==> config.mk <==
export PLATFORM = sky130hd
export DESIGN_NAME = ssg_status_top
export DESIGN_NICKNAME = d
export VERILOG_FILES = /design/src/ssg_pkg.sv /design/src/ssg_group.sv /design/src/ssg_status_top.sv
export SDC_FILE = /design/constraint.sdc
export NUM_CORES = 1
export LEC_CHECK = 0
export BUFFER_PORTS_ARGS = -buffer_cell sky130_fd_sc_hd__buf_2
export CAP_MARGIN = 20
export CORE_MARGIN = 2
export CORE_UTILIZATION = 57
export DETAILED_ROUTE_END_ITERATION = 7
export PLACE_DENSITY_LB_ADDON = 0.08
export SYNTH_ARGS = -nofsm -noshare
export SYNTH_HDL_FRONTEND = slang
export SYNTH_SLANG_ARGS = --single-unit
==> constraint.sdc <==
create_clock -name core_clk -period 2.9 [get_ports core_clk]
set_input_delay 0.145 -clock core_clk [delete_from_list [all_inputs] [get_ports core_clk]]
set_output_delay 0.145 -clock core_clk [all_outputs]
set_load 0.02 [all_outputs]
==> src/ssg_pkg.sv <==
// Purpose: Shared constants, opcodes and carriers for the sensor status groups.
// Assumes: One core clock; all engine strobes are synchronous to it.
// Notes:   Bit positions and opcodes are named once here and used by name.
package ssg_pkg;

    // Group geometry
    localparam int unsigned GRP_W      = 16;
    localparam int unsigned NUM_GRP    = 3;
    localparam int unsigned STB_W      = 8;

    // Group indices on the command port
    localparam logic [1:0] GRP_QUAL    = 2'h0;
    localparam logic [1:0] GRP_OPER    = 2'h1;
    localparam logic [1:0] GRP_FAULT   = 2'h2;

    // Measurement-quality group bit positions
    localparam int unsigned QB_POWER   = 3;
    localparam int unsigned QB_CAL     = 8;
    localparam int unsigned QB_SELFTST = 9;

    // Operation-progress group bit positions
    localparam int unsigned OB_CALIB   = 0;
    localparam int unsigned OB_BIST    = 1;
    localparam int unsigned OB_MEAS    = 4;
    localparam int unsigned OB_WTRIG   = 5;
    localparam int unsigned OB_NVREAD  = 10;
    localparam int unsigned OB_LOWER   = 11;
    localparam int unsigned OB_UPPER   = 12;

    // Device-fault group bit position
    localparam int unsigned FB_SENSOR  = 3;

    // Status byte positions of the group summaries
    localparam int unsigned SB_FAULT   = 1;
    localparam int unsigned SB_QUAL    = 3;
    localparam int unsigned SB_OPER    = 7;

    // Masks of implemented bits; bit 15 never appears in any of them
    localparam logic [15:0] QUAL_MASK  = 16'h0308;
    localparam logic [15:0] OPER_MASK  = 16'h1C33;
    localparam logic [15:0] FAULT_MASK = 16'h0008;

    // Reset values
    localparam logic [15:0] GRP_RST    = 16'h0000;
    localparam logic [7:0]  STB_RST    = 8'h00;

    // Reply to the operation-complete query: ASCII one
    localparam logic [15:0] OPC_REPLY  = 16'h0031;

    // Host command opcodes
    typedef enum logic [3:0] {
        SSG_OP_NONE     = 4'h0,
        SSG_OP_RD_COND  = 4'h1,
        SSG_OP_RD_EVENT = 4'h2,
        SSG_OP_RD_ENA   = 4'h3,
        SSG_OP_WR_ENA   = 4'h4,
        SSG_OP_CLS      = 4'h5,
        SSG_OP_OPC      = 4'h6,
        SSG_OP_OPC_QRY  = 4'h7,
        SSG_OP_STB_QRY  = 4'h8
    } ssg_op_t;

    // Command carrier from the host parser
    typedef struct packed {
        logic        valid;
        ssg_op_t     op;
        logic [1:0]  group;
        logic [15:0] data;
    } ssg_cmd_t;

    // Reply carrier toward the output queue
    typedef struct packed {
        logic        valid;
        logic [15:0] data;
    } ssg_reply_t;

    // Strobes and levels from the measurement engine
    typedef struct packed {
        logic power_err;            // Pulse: stale/corrupt, overload or log error
        logic meas_clean;           // Pulse: measurement ended with none of those
        logic zeroing_request;      // Pulse: zeroing begins (also inside cal-all)
        logic calibration_request;  // Pulse: calibration begins
        logic cal_end;              // Pulse: zeroing or calibration ends
        logic cal_err;              // Pulse: zero or cal error reported
        logic cal_ok;               // Pulse: zero/cal command succeeded cleanly
        logic post_fail;            // Pulse: power-on self-test failed
        logic post_pass;            // Pulse: power-on self-test passed
        logic linearity_selftest;   // Pulse: linearity built-in test begins
        logic zero_noise_selftest;  // Pulse: zero-set/noise built-in test begins
        logic bist_end;             // Pulse: built-in test finishes
        logic measuring;            // Level: measurement in progress
        logic enter_wait_trig;      // Pulse: entering wait-for-trigger
        logic enter_idle;           // Pulse: entering idle
        logic nv_reading;           // Level: nonvolatile memory read active
        logic meas_done;            // Pulse: measurement done, limits valid
        logic lower_fail;           // Level at meas_done: lower test enabled and failed
        logic upper_fail;           // Level at meas_done: upper test enabled and failed
        logic nv_failed;            // Level: nonvolatile memory has failed
        logic ops_pending;          // Level: commands or operations still pending
    } ssg_engine_t;

    // State of one status group
    typedef struct packed {
        logic [15:0] cond_prev;
        logic [15:0] event_bits;
        logic [15:0] enable;
    } ssg_grp_state_t;

endpackage : ssg_pkg

==> src/ssg_group.sv <==
// Purpose: One 16-bit status group: event latch, enable mask and summary.
// Assumes: Condition input is already a registered level on core_clk.
// Notes:   A rising condition in the same cycle as a clear survives the clear.
`timescale 1ns/1ps
module ssg_group #(
    parameter logic [15:0] USED_MASK = 16'h0000
) (
    input  wire logic          core_clk,
    input  wire logic          rst_n,
    input  wire logic [15:0]   cond,
    input  wire logic          event_clr,
    input  wire logic          enable_wr,
    input  wire logic [15:0]   enable_data,
    output logic [15:0]        event_bits,
    output logic [15:0]        enable,
    output logic               summary
);
    import ssg_pkg::*;

    ssg_grp_state_t state;
    ssg_grp_state_t next_state;
    logic [15:0]    rise;

    ////////////////////////////////////////////////////////////////////////
    // Next-state logic
    always_comb begin
        next_state = state;
        next_state.cond_prev = cond & USED_MASK;
        rise = cond & USED_MASK & ~state.cond_prev;
        // Sticky until cleared
        // Set wins over a clear landing in the same cycle
        if (event_clr) begin
            next_state.event_bits = rise;
        end else begin
            next_state.event_bits = state.event_bits | rise;
        end
        if (enable_wr) begin
            next_state.enable = enable_data & USED_MASK;
        end
    end

    ////////////////////////////////////////////////////////////////////////
    // State register
    always_ff @(posedge core_clk or negedge rst_n) begin
        if (!rst_n) begin
            state <= '{cond_prev: GRP_RST, event_bits: GRP_RST, enable: GRP_RST};
        end else begin
            state <= next_state;
        end
    end

    ////////////////////////////////////////////////////////////////////////
    // Outputs; reading the enable does not touch it
    assign event_bits = state.event_bits;
    assign enable     = state.enable;
    assign summary    = |(state.event_bits & state.enable);

endmodule // ssg_group

==> src/ssg_status_top.sv <==
// Purpose: Condition tracking, three status groups, status byte summary bits
//          and operation-complete synchronisation for a measurement sensor.
// Assumes: Engine strobes and host commands are synchronous to core_clk and
//          come from logic on the same clock, so they are not resynchronised.
// Notes:   Registers are reached through the command port, one command a
//          cycle; replies come one cycle later except the OPC query, two or more cycles later.
`timescale 1ns/1ps

module ssg_status_top (
    input  wire logic                core_clk,
    input  wire logic                rst_n,
    input  wire ssg_pkg::ssg_engine_t engine,
    input  wire ssg_pkg::ssg_cmd_t    cmd,
    output ssg_pkg::ssg_reply_t       reply,
    output logic [7:0]                stb_bits,
    output logic                      opc_event,
    output logic                      cls_pulse
);
    import ssg_pkg::*;

    ////////////////////////////////////////////////////////////////////////
    // Module state
    typedef struct packed {
        logic [15:0] qual_cond;
        logic [15:0] oper_cond;
        logic [15:0] fault_cond;
        logic [15:0] reply_data;
        logic        reply_valid;
        logic        opc_armed;
        logic        opcq_armed;
        logic        opc_event;
        logic        cls_pulse;
    } ssg_top_state_t;

    ssg_top_state_t state;
    ssg_top_state_t next_state;

    // Per-group wiring, indexed by group code
    logic [15:0] grp_cond    [NUM_GRP];
    logic [15:0] grp_event   [NUM_GRP];
    logic [15:0] grp_enable  [NUM_GRP];
    logic        grp_summary [NUM_GRP];
    logic        grp_clr     [NUM_GRP];
    logic        grp_wr      [NUM_GRP];

    // Decoded command strobes
    logic        is_cls;
    logic        is_rd_event;
    logic        is_wr_ena;
    logic        grp_ok;
    logic [7:0]  summary_byte;

    ////////////////////////////////////////////////////////////////////////
    // Command decode; a group code outside the three groups is ignored
    always_comb begin
        is_cls      = cmd.valid && (cmd.op == SSG_OP_CLS);
        is_rd_event = cmd.valid && (cmd.op == SSG_OP_RD_EVENT);
        is_wr_ena   = cmd.valid && (cmd.op == SSG_OP_WR_ENA);
        grp_ok      = (cmd.group == GRP_QUAL) || (cmd.group == GRP_OPER)
                      || (cmd.group == GRP_FAULT);
    end

    ////////////////////////////////////////////////////////////////////////
    // Status byte summary bits; others stay zero, owned by the byte logic
    always_comb begin
        summary_byte = STB_RST;
        summary_byte[SB_FAULT] = grp_summary[GRP_FAULT];
        summary_byte[SB_QUAL]  = grp_summary[GRP_QUAL];
        summary_byte[SB_OPER]  = grp_summary[GRP_OPER];
    end

    ////////////////////////////////////////////////////////////////////////
    // Condition tracking for the measurement-quality group
    // Where a set and a clear strobe coincide, the set is taken so that a
    // fault is never hidden by a simultaneous clean report.
    function automatic logic [15:0] qual_next(input logic [15:0] cur,
                                              input ssg_engine_t e);
        logic [15:0] q;
        q = cur;
        if (e.power_err) begin
            q[QB_POWER] = 1'b1;
        end else if (e.meas_clean) begin
            q[QB_POWER] = 1'b0;
        end
        if (e.cal_err) begin
            q[QB_CAL] = 1'b1;
        end else if (e.cal_ok) begin
            q[QB_CAL] = 1'b0;
        end
        if (e.post_fail) begin
            q[QB_SELFTST] = 1'b1;
        end else if (e.post_pass) begin
            q[QB_SELFTST] = 1'b0;
        end
        return q & QUAL_MASK;
    endfunction

    ////////////////////////////////////////////////////////////////////////
    // Condition tracking for the operation-progress group
    function automatic logic [15:0] oper_next(input logic [15:0] cur,
                                              input ssg_engine_t e);
        logic [15:0] o;
        o = cur;
        // Calibrating span
        // Zeroing inside a calibrate-all also raises this start strobe
        if (e.zeroing_request || e.calibration_request) begin
            o[OB_CALIB] = 1'b1;
        end else if (e.cal_end) begin
            o[OB_CALIB] = 1'b0;
        end
        if (e.linearity_selftest || e.zero_noise_selftest) begin
            o[OB_BIST] = 1'b1;
        end else if (e.bist_end) begin
            o[OB_BIST] = 1'b0;
        end
        o[OB_MEAS] = e.measuring;
        if (e.enter_wait_trig) begin
            o[OB_WTRIG] = 1'b1;
        end else if (e.enter_idle) begin
            o[OB_WTRIG] = 1'b0;
        end
        o[OB_NVREAD] = e.nv_reading;
        // Lower and upper limit results
        // Fail inputs already fold in whether each test is enabled
        if (e.meas_done) begin
            o[OB_LOWER] = e.lower_fail;
            o[OB_UPPER] = e.upper_fail;
        end
        return o & OPER_MASK;
    endfunction

    ////////////////////////////////////////////////////////////////////////
    // Next-state logic: conditions, replies and operation-complete tracking
    always_comb begin
        next_state             = state;
        next_state.reply_valid = 1'b0;
        next_state.opc_event   = 1'b0;
        next_state.cls_pulse   = is_cls;

        next_state.qual_cond  = qual_next(state.qual_cond, engine);
        next_state.oper_cond  = oper_next(state.oper_cond, engine);
        next_state.fault_cond = GRP_RST;
        next_state.fault_cond[FB_SENSOR] = engine.nv_failed;
        next_state.fault_cond = next_state.fault_cond & FAULT_MASK;

        // Register reads answer one cycle after the command
        if (cmd.valid && grp_ok && (cmd.op == SSG_OP_RD_COND)) begin
            next_state.reply_valid = 1'b1;
            next_state.reply_data  = grp_cond[cmd.group];
        end else if (is_rd_event && grp_ok) begin
            next_state.reply_valid = 1'b1;
            next_state.reply_data  = grp_event[cmd.group];
        end else if (cmd.valid && grp_ok && (cmd.op == SSG_OP_RD_ENA)) begin
            next_state.reply_valid = 1'b1;
            next_state.reply_data  = grp_enable[cmd.group];
        end else if (cmd.valid && (cmd.op == SSG_OP_STB_QRY)) begin
            next_state.reply_valid = 1'b1;
            next_state.reply_data  = {8'h00, summary_byte};
        end

        if (cmd.valid && (cmd.op == SSG_OP_OPC)) begin
            next_state.opc_armed = 1'b1;
        end
        if (cmd.valid && (cmd.op == SSG_OP_OPC_QRY)) begin
            next_state.opcq_armed = 1'b1;
        end

        // Completion is judged on registered arm flags, so the command
        // that arms never sees its own cycle's pending level; this costs
        // one cycle but keeps ordering against the pending flag clean.
        // Set event bit 0
        if (state.opc_armed && !engine.ops_pending) begin
            next_state.opc_armed = 1'b0;
            next_state.opc_event = 1'b1;
        end
        // Queue ASCII one
        // Only when no register reply is due this cycle, so none is lost
        if (state.opcq_armed && !engine.ops_pending && !next_state.reply_valid) begin
            next_state.opcq_armed  = 1'b0;
            next_state.reply_valid = 1'b1;
            next_state.reply_data  = OPC_REPLY;
        end
    end

    ////////////////////////////////////////////////////////////////////////
    // State register
    always_ff @(posedge core_clk or negedge rst_n) begin
        if (!rst_n) begin
            state <= '{qual_cond: GRP_RST, oper_cond: GRP_RST, fault_cond: GRP_RST,
                       reply_data: GRP_RST, reply_valid: 1'b0, opc_armed: 1'b0,
                       opcq_armed: 1'b0, opc_event: 1'b0, cls_pulse: 1'b0};
        end else begin
            state <= next_state;
        end
    end

    ////////////////////////////////////////////////////////////////////////
    // Condition vectors presented to the groups
    assign grp_cond[GRP_QUAL]  = state.qual_cond;
    assign grp_cond[GRP_OPER]  = state.oper_cond;
    assign grp_cond[GRP_FAULT] = state.fault_cond;

    ////////////////////////////////////////////////////////////////////////
    // The three status groups
    for (genvar g = 0; g < NUM_GRP; g++) begin : g_grp
        localparam logic [15:0] MASK = (g == GRP_QUAL) ? QUAL_MASK :
                                       (g == GRP_OPER) ? OPER_MASK : FAULT_MASK;

        assign grp_clr[g] = is_cls || (is_rd_event && (cmd.group == 2'(g)));
        assign grp_wr[g]  = is_wr_ena && (cmd.group == 2'(g));

        ssg_group #(
            .USED_MASK   (MASK)
        ) u_group (
            .core_clk    (core_clk),
            .rst_n       (rst_n),
            .cond        (grp_cond[g]),
            .event_clr   (grp_clr[g]),
            .enable_wr   (grp_wr[g]),
            .enable_data (cmd.data),
            .event_bits  (grp_event[g]),
            .enable      (grp_enable[g]),
            .summary     (grp_summary[g])
        );
    end

    ////////////////////////////////////////////////////////////////////////
    // Outputs
    assign reply.valid = state.reply_valid;
    assign reply.data  = state.reply_data;
    assign stb_bits    = summary_byte;   // Combinational from group registers
    assign opc_event   = state.opc_event;
    assign cls_pulse   = state.cls_pulse;

endmodule // ssg_status_top

==> results of run 1 <==
## where the power goes
group          internal, mW  leakage [nW]  switching, mW
Combinational         0.176         0.881          0.210
Sequential            0.949         0.717         0.0635
Clock                 0.487         0.110          0.343
Total                  1.61          1.71          0.616
## placed cells by master, fill, tap and decap left out, types with 4 or more instances in the layout
cell type	instances
dfrtp_1	61
nand2_1	5
clkbuf_8	9
nor2b_1	5
mux2_2	21
inv_1	23
a21o_1	4
nor2_1	8
nand3_1	4
dlygate4sd3_1	13
conb_1	5
o2bb2ai_1	5
buf_2	61
nand3b_1	4
a22oi_1	8
a22o_1	13
## path summary, 6_finish.rpt
check                                            from                     endpoint  slack [ns]  cells past startpoint
max                        g_grp[1].u_group.enable[0]                  stb_bits[7]        1.21                      3
min                                           cmd[11]  g_grp[1].u_group.enable[11]        0.03                      2
max reg2reg                g_grp[0].u_group.enable[3]                     reply[3]        1.42                      4
min reg2reg                              grp_cond[26]   g_grp[1].u_group.state[42]        0.40                      0
max in group asynchronous                       rst_n   g_grp[0].u_group.state[40]        1.87                      4
min in group asynchronous                       rst_n                     state[2]        0.31                      2
## routing by layer
layer,wire (um),vias to the layer above,GRT usage [%]
met5,0,-,0
met4,61,0,7.74
met3,274,5,7.72
met2,2630,63,34.7
met1,2540,948,30.5
li1,-,936,-
## per-stage QoR
step / power [mW] / hold slack (ns)
floorplan: 1.34 / -0.151
global placement: 1.39 / 0.253
detailed placement: 1.40 / 0.143
CTS: 2.26 / 0.0191
global route: 2.34 / 0.0171
finish: 2.23 / 0.0332
## repair_timing
item / 4_1_cts / 5_1_grt
setup buffers: 0 / 0
hold endpoints to repair: 31 / 0
hold buffers: 13 / 0
## registers in the layout, indices dropped and copies added (netlist names)
name / cells
reply: 13
g_grp.u_group.enable: 11
g_grp.u_group.event_bits: 11
g_grp.u_group.state: 11
grp_cond: 11
state: 2
cls_pulse: 1
opc_event: 1
## layout make-up
type | count | area share, %
Timing Repair Buffer | 76 | 13.7
Tap cell | 67 | 2.49
Clock buffer | 9 | 3.67
Sequential cell | 61 | 45.3
Inverter | 23 | 2.56
Clock inverter | 7 | 2.93
Multi-Input combinational cell | 124 | 29.4
## critical path, cell delays in order (launching register included)
cell and delay, ns:
dfrtp_1 0.40, a222oi_1 0.42, nand3_1 0.19, buf_2 0.20
## logic make-up after synthesis
logic type | Yosys count | synth area share [%]
flip-flops | 61 | 54.0
AO/OA/AOI/OAI | 53 | 16.4
other | 1 | 0.133
multiplexers | 24 | 9.60
XOR/XNOR | 1 | 0.310
AND/OR/NAND/NOR | 41 | 8.09
buffers and inverters | 57 | 11.5
==> run summary, run 1 <==
status - finished clean
Final Worst Setup Slack - 1.21 ns
synthesized area per cell - 11.9 sq um
total grt overflow - 0
DRC - 0
Fillers - 385
crit path kind - register to output pin
fin crit share - 58.1%
Least-Margin Pin Slew - 0.831 ns
post-synthesis sequential area ratio - 54.0%
Total GRT Usage - 22.7%
vias in the first global route - 1,948
CTS tree - yes
Power Dens Cells - 661 nW/um^2
Row Count - 25
number of synthesized flops with an enable pin - 0
CP max FO - 3
Setup crit end kind - output pin
Finished Core Util - 70.9%
share of layout cells above drive strength 1 - 34.7%
Die Area - 5540 sq um
Place WS - 1.04 ns
cells after synthesis - 238
Die Height - 74.5 um
Routed WL per cell - 15.0 um
largest cells by area after synthesis - dfrtp_1 54%, mux2_2 8.4%, buf_4 6.9%
first-pass GRT wire length - 9.23 mm
H-tree depth - 3
fin area - 3370 sq um
Synth area leader - dfrtp_1
Die Wd - 74.5 um
Tmin final - 1.69 ns
Data required, critical path - 2.76 ns
crit path launch type - register
Clk pin slew, worst setup/hold paths - 0.07 ns
# IOs - 73
Synth top cells by count - 61 x dfrtp_1, 26 x buf_4, 23 x inv_1
Setup Viol. Count Final - 0
Setup TNS - 0 ns
Clk Tree Root Cell - clkbuf_8
gp weighted congestion - 0.821
clk buf depth - 2
# port buffers - 61
initial core utilization - 59.5%
Syn. warnings - 0
Leak - 1.71 nW
Cell Area, Synth - 2830 sq um
area grow syn2layout - 19.2%
Routed WL - 5.50 mm
synth unique cells - 42
clock sink total - 61
top_reg_cell synth - dfrtp_1
Core Area - 4750 sq um
Layout Skew - 0.00582 ns
via count - 1,952
Placed Cells - 338
HP Class - primary input to register
Inserted Diodes - 0
post-synth top area share - 54.0%
nets - 341
max_cap viols - 0
unrepaired setup endpoints after global routing - no
top-count cell post-synth - dfrtp_1
placed cell area - 3020 sq um
register area - 1530 sq um
Final HPWL DP - 3.82 mm
antenna-violating nets left - 0
largest net degree at the start of global routing - 32
Arr. time, crit path - 1.54 ns
# resized after CTS - 0
Max VDD drop - 0.390 mV
total CTS buffers - 9
antenna violations before repair - 0
footprint of the multi-input gates - 991 sq um
Layout Cells excl Fill - 367
DRT Pass-1 Iters - 4
clock latency on the worst-skew pair - 0.34 ns
DR vias/cell - 5.32
Async SR Flop Fraction - 100%
Peak Freq - 593 MHz
Slew Limit Fails - 0
Yosys reg bits - 61
Fin. Hold Viols - 0
Rel. slew slack - 44.4%
Starting DRT DRC Count - 120
Power figures use the tool's default switching activity.
==> inputs of run 2 (changes only) <==
--- a/config.mk
+++ b/config.mk
@@ -8,7 +8,7 @@
 export BUFFER_PORTS_ARGS = -buffer_cell sky130_fd_sc_hd__buf_2
 export CAP_MARGIN = 20
 export CORE_MARGIN = 2
-export CORE_UTILIZATION = 57
+export CORE_UTILIZATION = 52
 export DETAILED_ROUTE_END_ITERATION = 7
 export PLACE_DENSITY_LB_ADDON = 0.08
 export SYNTH_ARGS = -nofsm -noshare
==> constraint.sdc (replaced) <==
create_clock -name core_clk -period 1.58 [get_ports core_clk]
set_input_delay 0.079 -clock core_clk [delete_from_list [all_inputs] [get_ports core_clk]]
set_output_delay 0.079 -clock core_clk [all_outputs]
set_load 0.02 [all_outputs]
==> run 2 against run 1 <==
Net effect: the flow now finishes with violations (negative setup slack); die area grew 9.1%; sequential share of layout area shrank 4.1 points; clock-buffer cell count is the same; largest power group unchanged; critical endpoint unchanged; worst hold slack gained 0.049 ns; first-iteration DRC count shrank 9.2%; largest cell class unchanged; final area grew 10%.
==> run summary, run 2 (synthesized netlist as in run 1, its figures left out) <==
Die Area - 6050 sq um (+9.1%)
Leak - 1.87 nW (+9.2%)
# port buffers - 61 (unchanged)
antenna-violating nets left - 0 (unchanged)
Final HPWL DP - 4.10 mm (+7.3%)
met3 WL - 367 um (+34%)
HP Class - primary input to register
CP max-delay cell - dfrtp_1
first-pass GRT wire length - 9.68 mm (+4.9%)
Final Worst Setup Slack - -0.0163 ns (-1.23 ns)
Inserted Diodes - 0 (unchanged)
max_cap viols - 0 (unchanged)
antenna violations before repair - 0 (unchanged)
Least-Margin Pin Slew - 0.799 ns (-0.0318 ns)
CTS tree - yes
clk buf depth - 2 (unchanged)
share of layout cells above drive strength 1 - 35.7% (+1.1 points)
clock latency on the worst-skew pair - 0.35 ns (about the same)
CP max FO - 3 (unchanged)
H-tree depth - 3 (unchanged)
Tmin final - 1.60 ns
Worst Path Buf+Inv - 1 (unchanged)
Setup crit end kind - output pin
Power Dens Cells - 1180 nW/um^2 (+79%)
gp weighted congestion - 0.880 (+7.2%)
CP delay by family, top - flip-flops
Peak Freq - 626 MHz
total CTS buffers - 9 (unchanged)
Max VDD drop - 0.968 mV (+150%)
via count - 2,065 (+5.8%)
unrepaired setup endpoints after global routing - yes
Data required, critical path - 1.50 ns (-1.26 ns)
Clk Tree Root Cell - clkbuf_8
nets - 374 (+9.7%)
Place WS - 0.0434 ns (-0.993 ns)
Setup TNS - -0.0163 ns (-0.0163 ns)
fin crit share - 101%
failing checks - negative setup slack
Slew Limit Fails - 0 (unchanged)
Total GRT Usage - 21.4% (-1.3 points)
WL met1 - 2.65 mm (+4.4%)
DR vias/cell - 5.12 (-3.7%)
Die Height - 77.8 um (+4.4%)
Layout Cells excl Fill - 403 (+9.8%)
WHS - 0.0818 ns (+0.0486 ns)
area grow syn2layout - 31.2%
Placed Cells - 352 (+4.1%)
cell breakdown of the critical path - a222oi_1, nand3_1, buf_6
Arr. time, crit path - 1.52 ns (-0.02 ns)
DRT Pass-1 Iters - 4 (unchanged)
clock sink total - 61 (unchanged)
Setup Viol. Count Final - 1 (+1)
Clk pin slew, worst setup/hold paths - 0.07 ns (about the same)
CP peak stage delay - 0.40 ns (-0.02 ns)
R2R Setup Slk - 0.10 ns (-1.32 ns)
max FFs per register - 13 (unchanged)
commonest non-fill, non-tap cell in the layout - dfrtp_1
Row Count - 26 (+4.0%)
# IOs - 73 (unchanged)
Starting DRT DRC Count - 109 (-9.2%)
commonest cells after routing, fill and taps aside - 61 x dfrtp_1, 60 x buf_2, 31 x dlygate4sd3_1
Rel. slew slack - 46.5% (+2.1 points)
vias in the first global route - 2,042 (+4.8%)
total grt overflow - 0 (unchanged)
Finished Core Util - 71.8% (+0.82 points)
crit path launch type - register
Fin. Hold Viols - 0 (unchanged)
DRC - 0 (unchanged)
Routed WL - 6.00 mm (+9.1%)
status - finished with violations
largest net degree at the start of global routing - 40 (+25%)
DR top layer - met4
crit path kind - register to output pin
Routed WL per cell - 14.9 um (-0.66%)
Die Wd - 77.8 um (+4.4%)
Core Area - 5170 sq um (+8.8%)
initial core utilization - 54.7% (-4.8 points)
Met2 Routed Length - 2.92 mm (+11%)
Layout Skew - 0.00532 ns (-0.000495 ns)
## run 2: through the flow
stage,instance area [sq um],total power [mW]
floorplan,2840,2.45
global placement,3120,2.59
detailed placement,3120,2.61
CTS,3700,4.42
global route,3710,4.59
finish,3710,4.38
## run 2: timing repair
item                       in CTS  in global routing
hold endpoints to repair       46                  0
setup endpoints to repair       1                  3
gates resized for setup         2                  0
hold buffers                   31                  0
buffers inserted                2                  2
pin swaps                       2                  4
## run 2: worst min-delay path, delay by kind of cell
kind / cells / cell delay, ns
compound gates: 1 / 0.07
simple gates: 1 / 0.08
buf+inv: 1 / 0.15
## run 2: power by group
group	switching (mW)	total [mW]	leakage, nW	internal [mW]
Clock	0.645	1.70	0.116	1.05
Sequential	0.115	1.86	0.717	1.74
Combinational	0.413	0.829	1.03	0.417
Total	1.17	4.38	1.87	3.21
## run 2: area by class of cell
| type | instances | area, sq um |
|---|---|---|
| Multi-Input combinational cell | 124 | 991 |
| Tap cell | 70 | 87.6 |
| Inverter | 23 | 86.3 |
| Fill cell | 369 | 1460 |
| Timing Repair Buffer | 109 | 774 |
| Sequential cell | 61 | 1530 |
| Clock buffer | 9 | 124 |
| Clock inverter | 7 | 123 |
## run 2: path summary, 6_finish.rpt
check	start	to	depth (start not counted)
setup / recovery	g_grp[1].u_group.enable[0]	stb_bits[7]	3
hold / removal	cmd[19]	state[3]	3
setup reg to reg	g_grp[0].u_group.event_bits[3]	reply[3]	4
hold reg to reg	grp_cond[26]	g_grp[1].u_group.state[42]	0
max in group asynchronous	rst_n	reply[7]	3
min in group asynchronous	rst_n	grp_cond[16]	2
## run 2: layer usage
| layer | up-vias | track usage, % |
|---|---|---|
| met1 | 987 | 27.2 |
| met4 | 0 | 8.04 |
| met3 | 7 | 8.37 |
| met5 | - | 0 |
| met2 | 70 | 32.9 |
| li1 | 1001 | - |
==> inputs of run 3 (changes only) <==
--- a/config.mk
+++ b/config.mk
@@ -11,6 +11,7 @@
 export CORE_UTILIZATION = 52
 export DETAILED_ROUTE_END_ITERATION = 7
 export PLACE_DENSITY_LB_ADDON = 0.08
+export RECOVER_POWER = 100
 export SYNTH_ARGS = -nofsm -noshare
 export SYNTH_HDL_FRONTEND = slang
 export SYNTH_SLANG_ARGS = --single-unit
==> run 3 against run 2 <==
Net effect: the run still ends with negative setup slack left; sequential share of layout area up 0.94 points; core utilization down 1.6 points; first-iteration DRC count down 1.8%; worst hold slack better by 0.071 ns; largest power group unchanged; critical path type unchanged; non-clock buffer count unchanged; die area unchanged; critical path depth unchanged; largest cell class unchanged.
==> run summary, run 3 (synthesized netlist as in run 1, its figures left out) <==
Setup Viol. Count Final - 1 (unchanged)
antenna-violating nets left - 0 (unchanged)
Inserted Diodes - 0 (unchanged)
Routed WL per cell - 14.9 um (+0.28%)
total grt overflow - 0 (unchanged)
CTS tree - yes
Max VDD drop - 0.967 mV (-0.11%)
Setup crit end kind - output pin
Die Wd - 77.8 um (unchanged)
worst r2r src - g_grp[0].u_group.event_bits[3]
crit path launch type - register
Final Worst Setup Slack - -0.00862 ns (+0.00771 ns)
Layout Skew - 0.00562 ns (+0.000294 ns)
via count - 2,066 (+0.048%)
Internal - 3.17 mW (-1.2%)
# port buffers - 61 (unchanged)
DRC - 0 (unchanged)
Total GRT Usage - 21.4% (unchanged)
Fin. Hold Viols - 0 (unchanged)
DRT Pass-1 Iters - 4 (unchanged)
Clk pin slew, worst setup/hold paths - 0.07 ns (about the same)
max FFs per register - 13 (unchanged)
R2R Setup Slk - 0.11 ns (about the same)
sequential power share - 42.8% (+0.5 points)
commonest non-fill, non-tap cell in the layout - dfrtp_1
share of layout cells above drive strength 1 - 27.0% (-8.7 points)
combinational group share of total power - 18.2% (-0.7 points)
vias in the first global route - 2,042 (unchanged)
antenna violations before repair - 0 (unchanged)
Least-Margin Pin Slew - 0.813 ns (+0.0145 ns)
gp weighted congestion - 0.880 (unchanged)
failing checks - negative setup slack
Finished Core Util - 70.2% (-1.6 points)
FF-to-FF path depth - 4 (unchanged)
Die Area - 6050 sq um (unchanged)
commonest cells after routing, fill and taps aside - 61 x dfrtp_1, 37 x buf_2, 31 x dlygate4sd3_1
Peak Freq - 629 MHz (+0.49%)
Starting DRT DRC Count - 107 (-1.8%)
DR vias/cell - 5.13 (about the same)
Power Dens Cells - 1200 nW/um^2 (+1.4%)
status - finished with violations
Slew Limit Fails - 0 (unchanged)
H-tree depth - 3 (unchanged)
unrepaired setup endpoints after global routing - yes
crit path kind - register to output pin
Rel. slew slack - 45.5% (-0.97 points)
Final HPWL DP - 4.10 mm (unchanged)
Leak - 1.75 nW (-6.3%)
Place WS - 0.0434 ns (unchanged)
clock latency on the worst-skew pair - 0.35 ns (about the same)
HP Class - primary input to register
nets - 374 (unchanged)
initial core utilization - 54.7% (unchanged)
first-pass GRT wire length - 9.68 mm (unchanged)
CP max FO - 3 (unchanged)
clock sink total - 61 (unchanged)
# IOs - 73 (unchanged)
switching part of the total - 27.0% (+0.28 points)
crit path from - g_grp[1].u_group.enable[0]
Routed WL - 6.02 mm (+0.28%)
Die Height - 77.8 um (unchanged)
Tmin final - 1.59 ns (-0.00771 ns)
Data required, critical path - 1.50 ns (about the same)
total CTS buffers - 9 (unchanged)
Core Area - 5170 sq um (unchanged)
Arr. time, crit path - 1.51 ns (about the same)
Net Sw Power - 1.17 mW (+0.19%)
Setup TNS - -0.00862 ns (+0.00771 ns)
Row Count - 26 (unchanged)
Worst Setup EP - stb_bits[7]
Clk Tree Root Cell - clkbuf_8
area grow syn2layout - 28.3%
clock network fraction of design power - 39.0% (+0.2 points)
fin crit share - 101% (-0.49 points)
max_cap viols - 0 (unchanged)
RR Endpoint - reply[3]
largest net degree at the start of global routing - 40 (unchanged)
clk buf depth - 2 (unchanged)
==> run 3: cell count changes in the layout (fill, tap and decap cells not counted) <==
| cell | delta |
|---|---|
| mux2_4 | -1 |
| nor2_1 | +1 |
| and2_1 | -2 |
| clkbuf_1 | +27 |
| buf_2 | -23 |
| buf_12 | -2 |
| nor2_2 | -1 |
| buf_4 | -7 |
| clkbuf_2 | +3 |
| clkbuf_4 | +2 |
| and2_0 | +2 |
| mux2_1 | +1 |
==> run 3: area by class of cell <==
type,instances,area [sq um]
Fill cell,389,1540
Sequential cell,61,1530
Timing Repair Buffer,109,698
Tap cell,70,87.6
Clock inverter,7,123
Inverter,23,86.3
Clock buffer,9,124
Multi-Input combinational cell,124,985
==> run 3: worst min path at each step <==
| stage | from | cells past startpoint | to |
|---|---|---|---|
| after floorplan | rst_n | 0 | cls_pulse |
| after global placement | rst_n | 1 | grp_cond[16] |
| after detailed placement | rst_n | 1 | grp_cond[16] |
| after CTS | cmd[19] | 3 | state[3] |
| after global routing | cmd[19] | 3 | state[3] |
| final | cmd[19] | 3 | state[3] |
==> run 3: per-stage QoR <==
step | instance area, sq um | power (mW) | hold WS (ns) | instances
floorplan | 2840 | 2.45 | -0.217 | 242
global placement | 3120 | 2.59 | 0.0870 | 352
detailed placement | 3120 | 2.61 | 0.0918 | 352
CTS | 3700 | 4.42 | 0.0724 | 401
global route | 3630 | 4.55 | 0.196 | 403
finish | 3630 | 4.35 | 0.153 | 403
==> run 3: power by group through the flow <==
stage | logic, mW | registers, mW | clock network (mW)
after global routing | 0.858 | 1.89 | 1.80
after detailed placement | 0.725 | 1.89 | 0
after floorplan | 0.603 | 1.85 | 0
after global placement | 0.711 | 1.88 | 0
final | 0.791 | 1.86 | 1.70
after CTS | 0.825 | 1.86 | 1.74
==> run 3: repair_timing <==
action                     4_1_cts  5_1_grt
setup endpoints to repair        1        3
gates resized for setup          2        0
pin swaps                        2        4
hold buffers                    31        0
buffers inserted                 2        2
hold endpoints to repair        46        0
==> run 3: critical path: stages (launching register included) <==
cell,delay (ns)
dfrtp_1,0.40
a222oi_1,0.39
nand3_1,0.20
buf_6,0.18
==> run 3: layer usage <==
layer  part of all wire [%]  wire, um  vias to the layer above  global-route usage [%]
li1                       -         -                     1002                       -
met1                     45      2730                      995                    27.2
met2                     48      2900                       61                    32.9
met3                    5.4       326                        8                    8.37
met4                    1.2        72                        0                    8.04
met5                      0         0                        -                       0
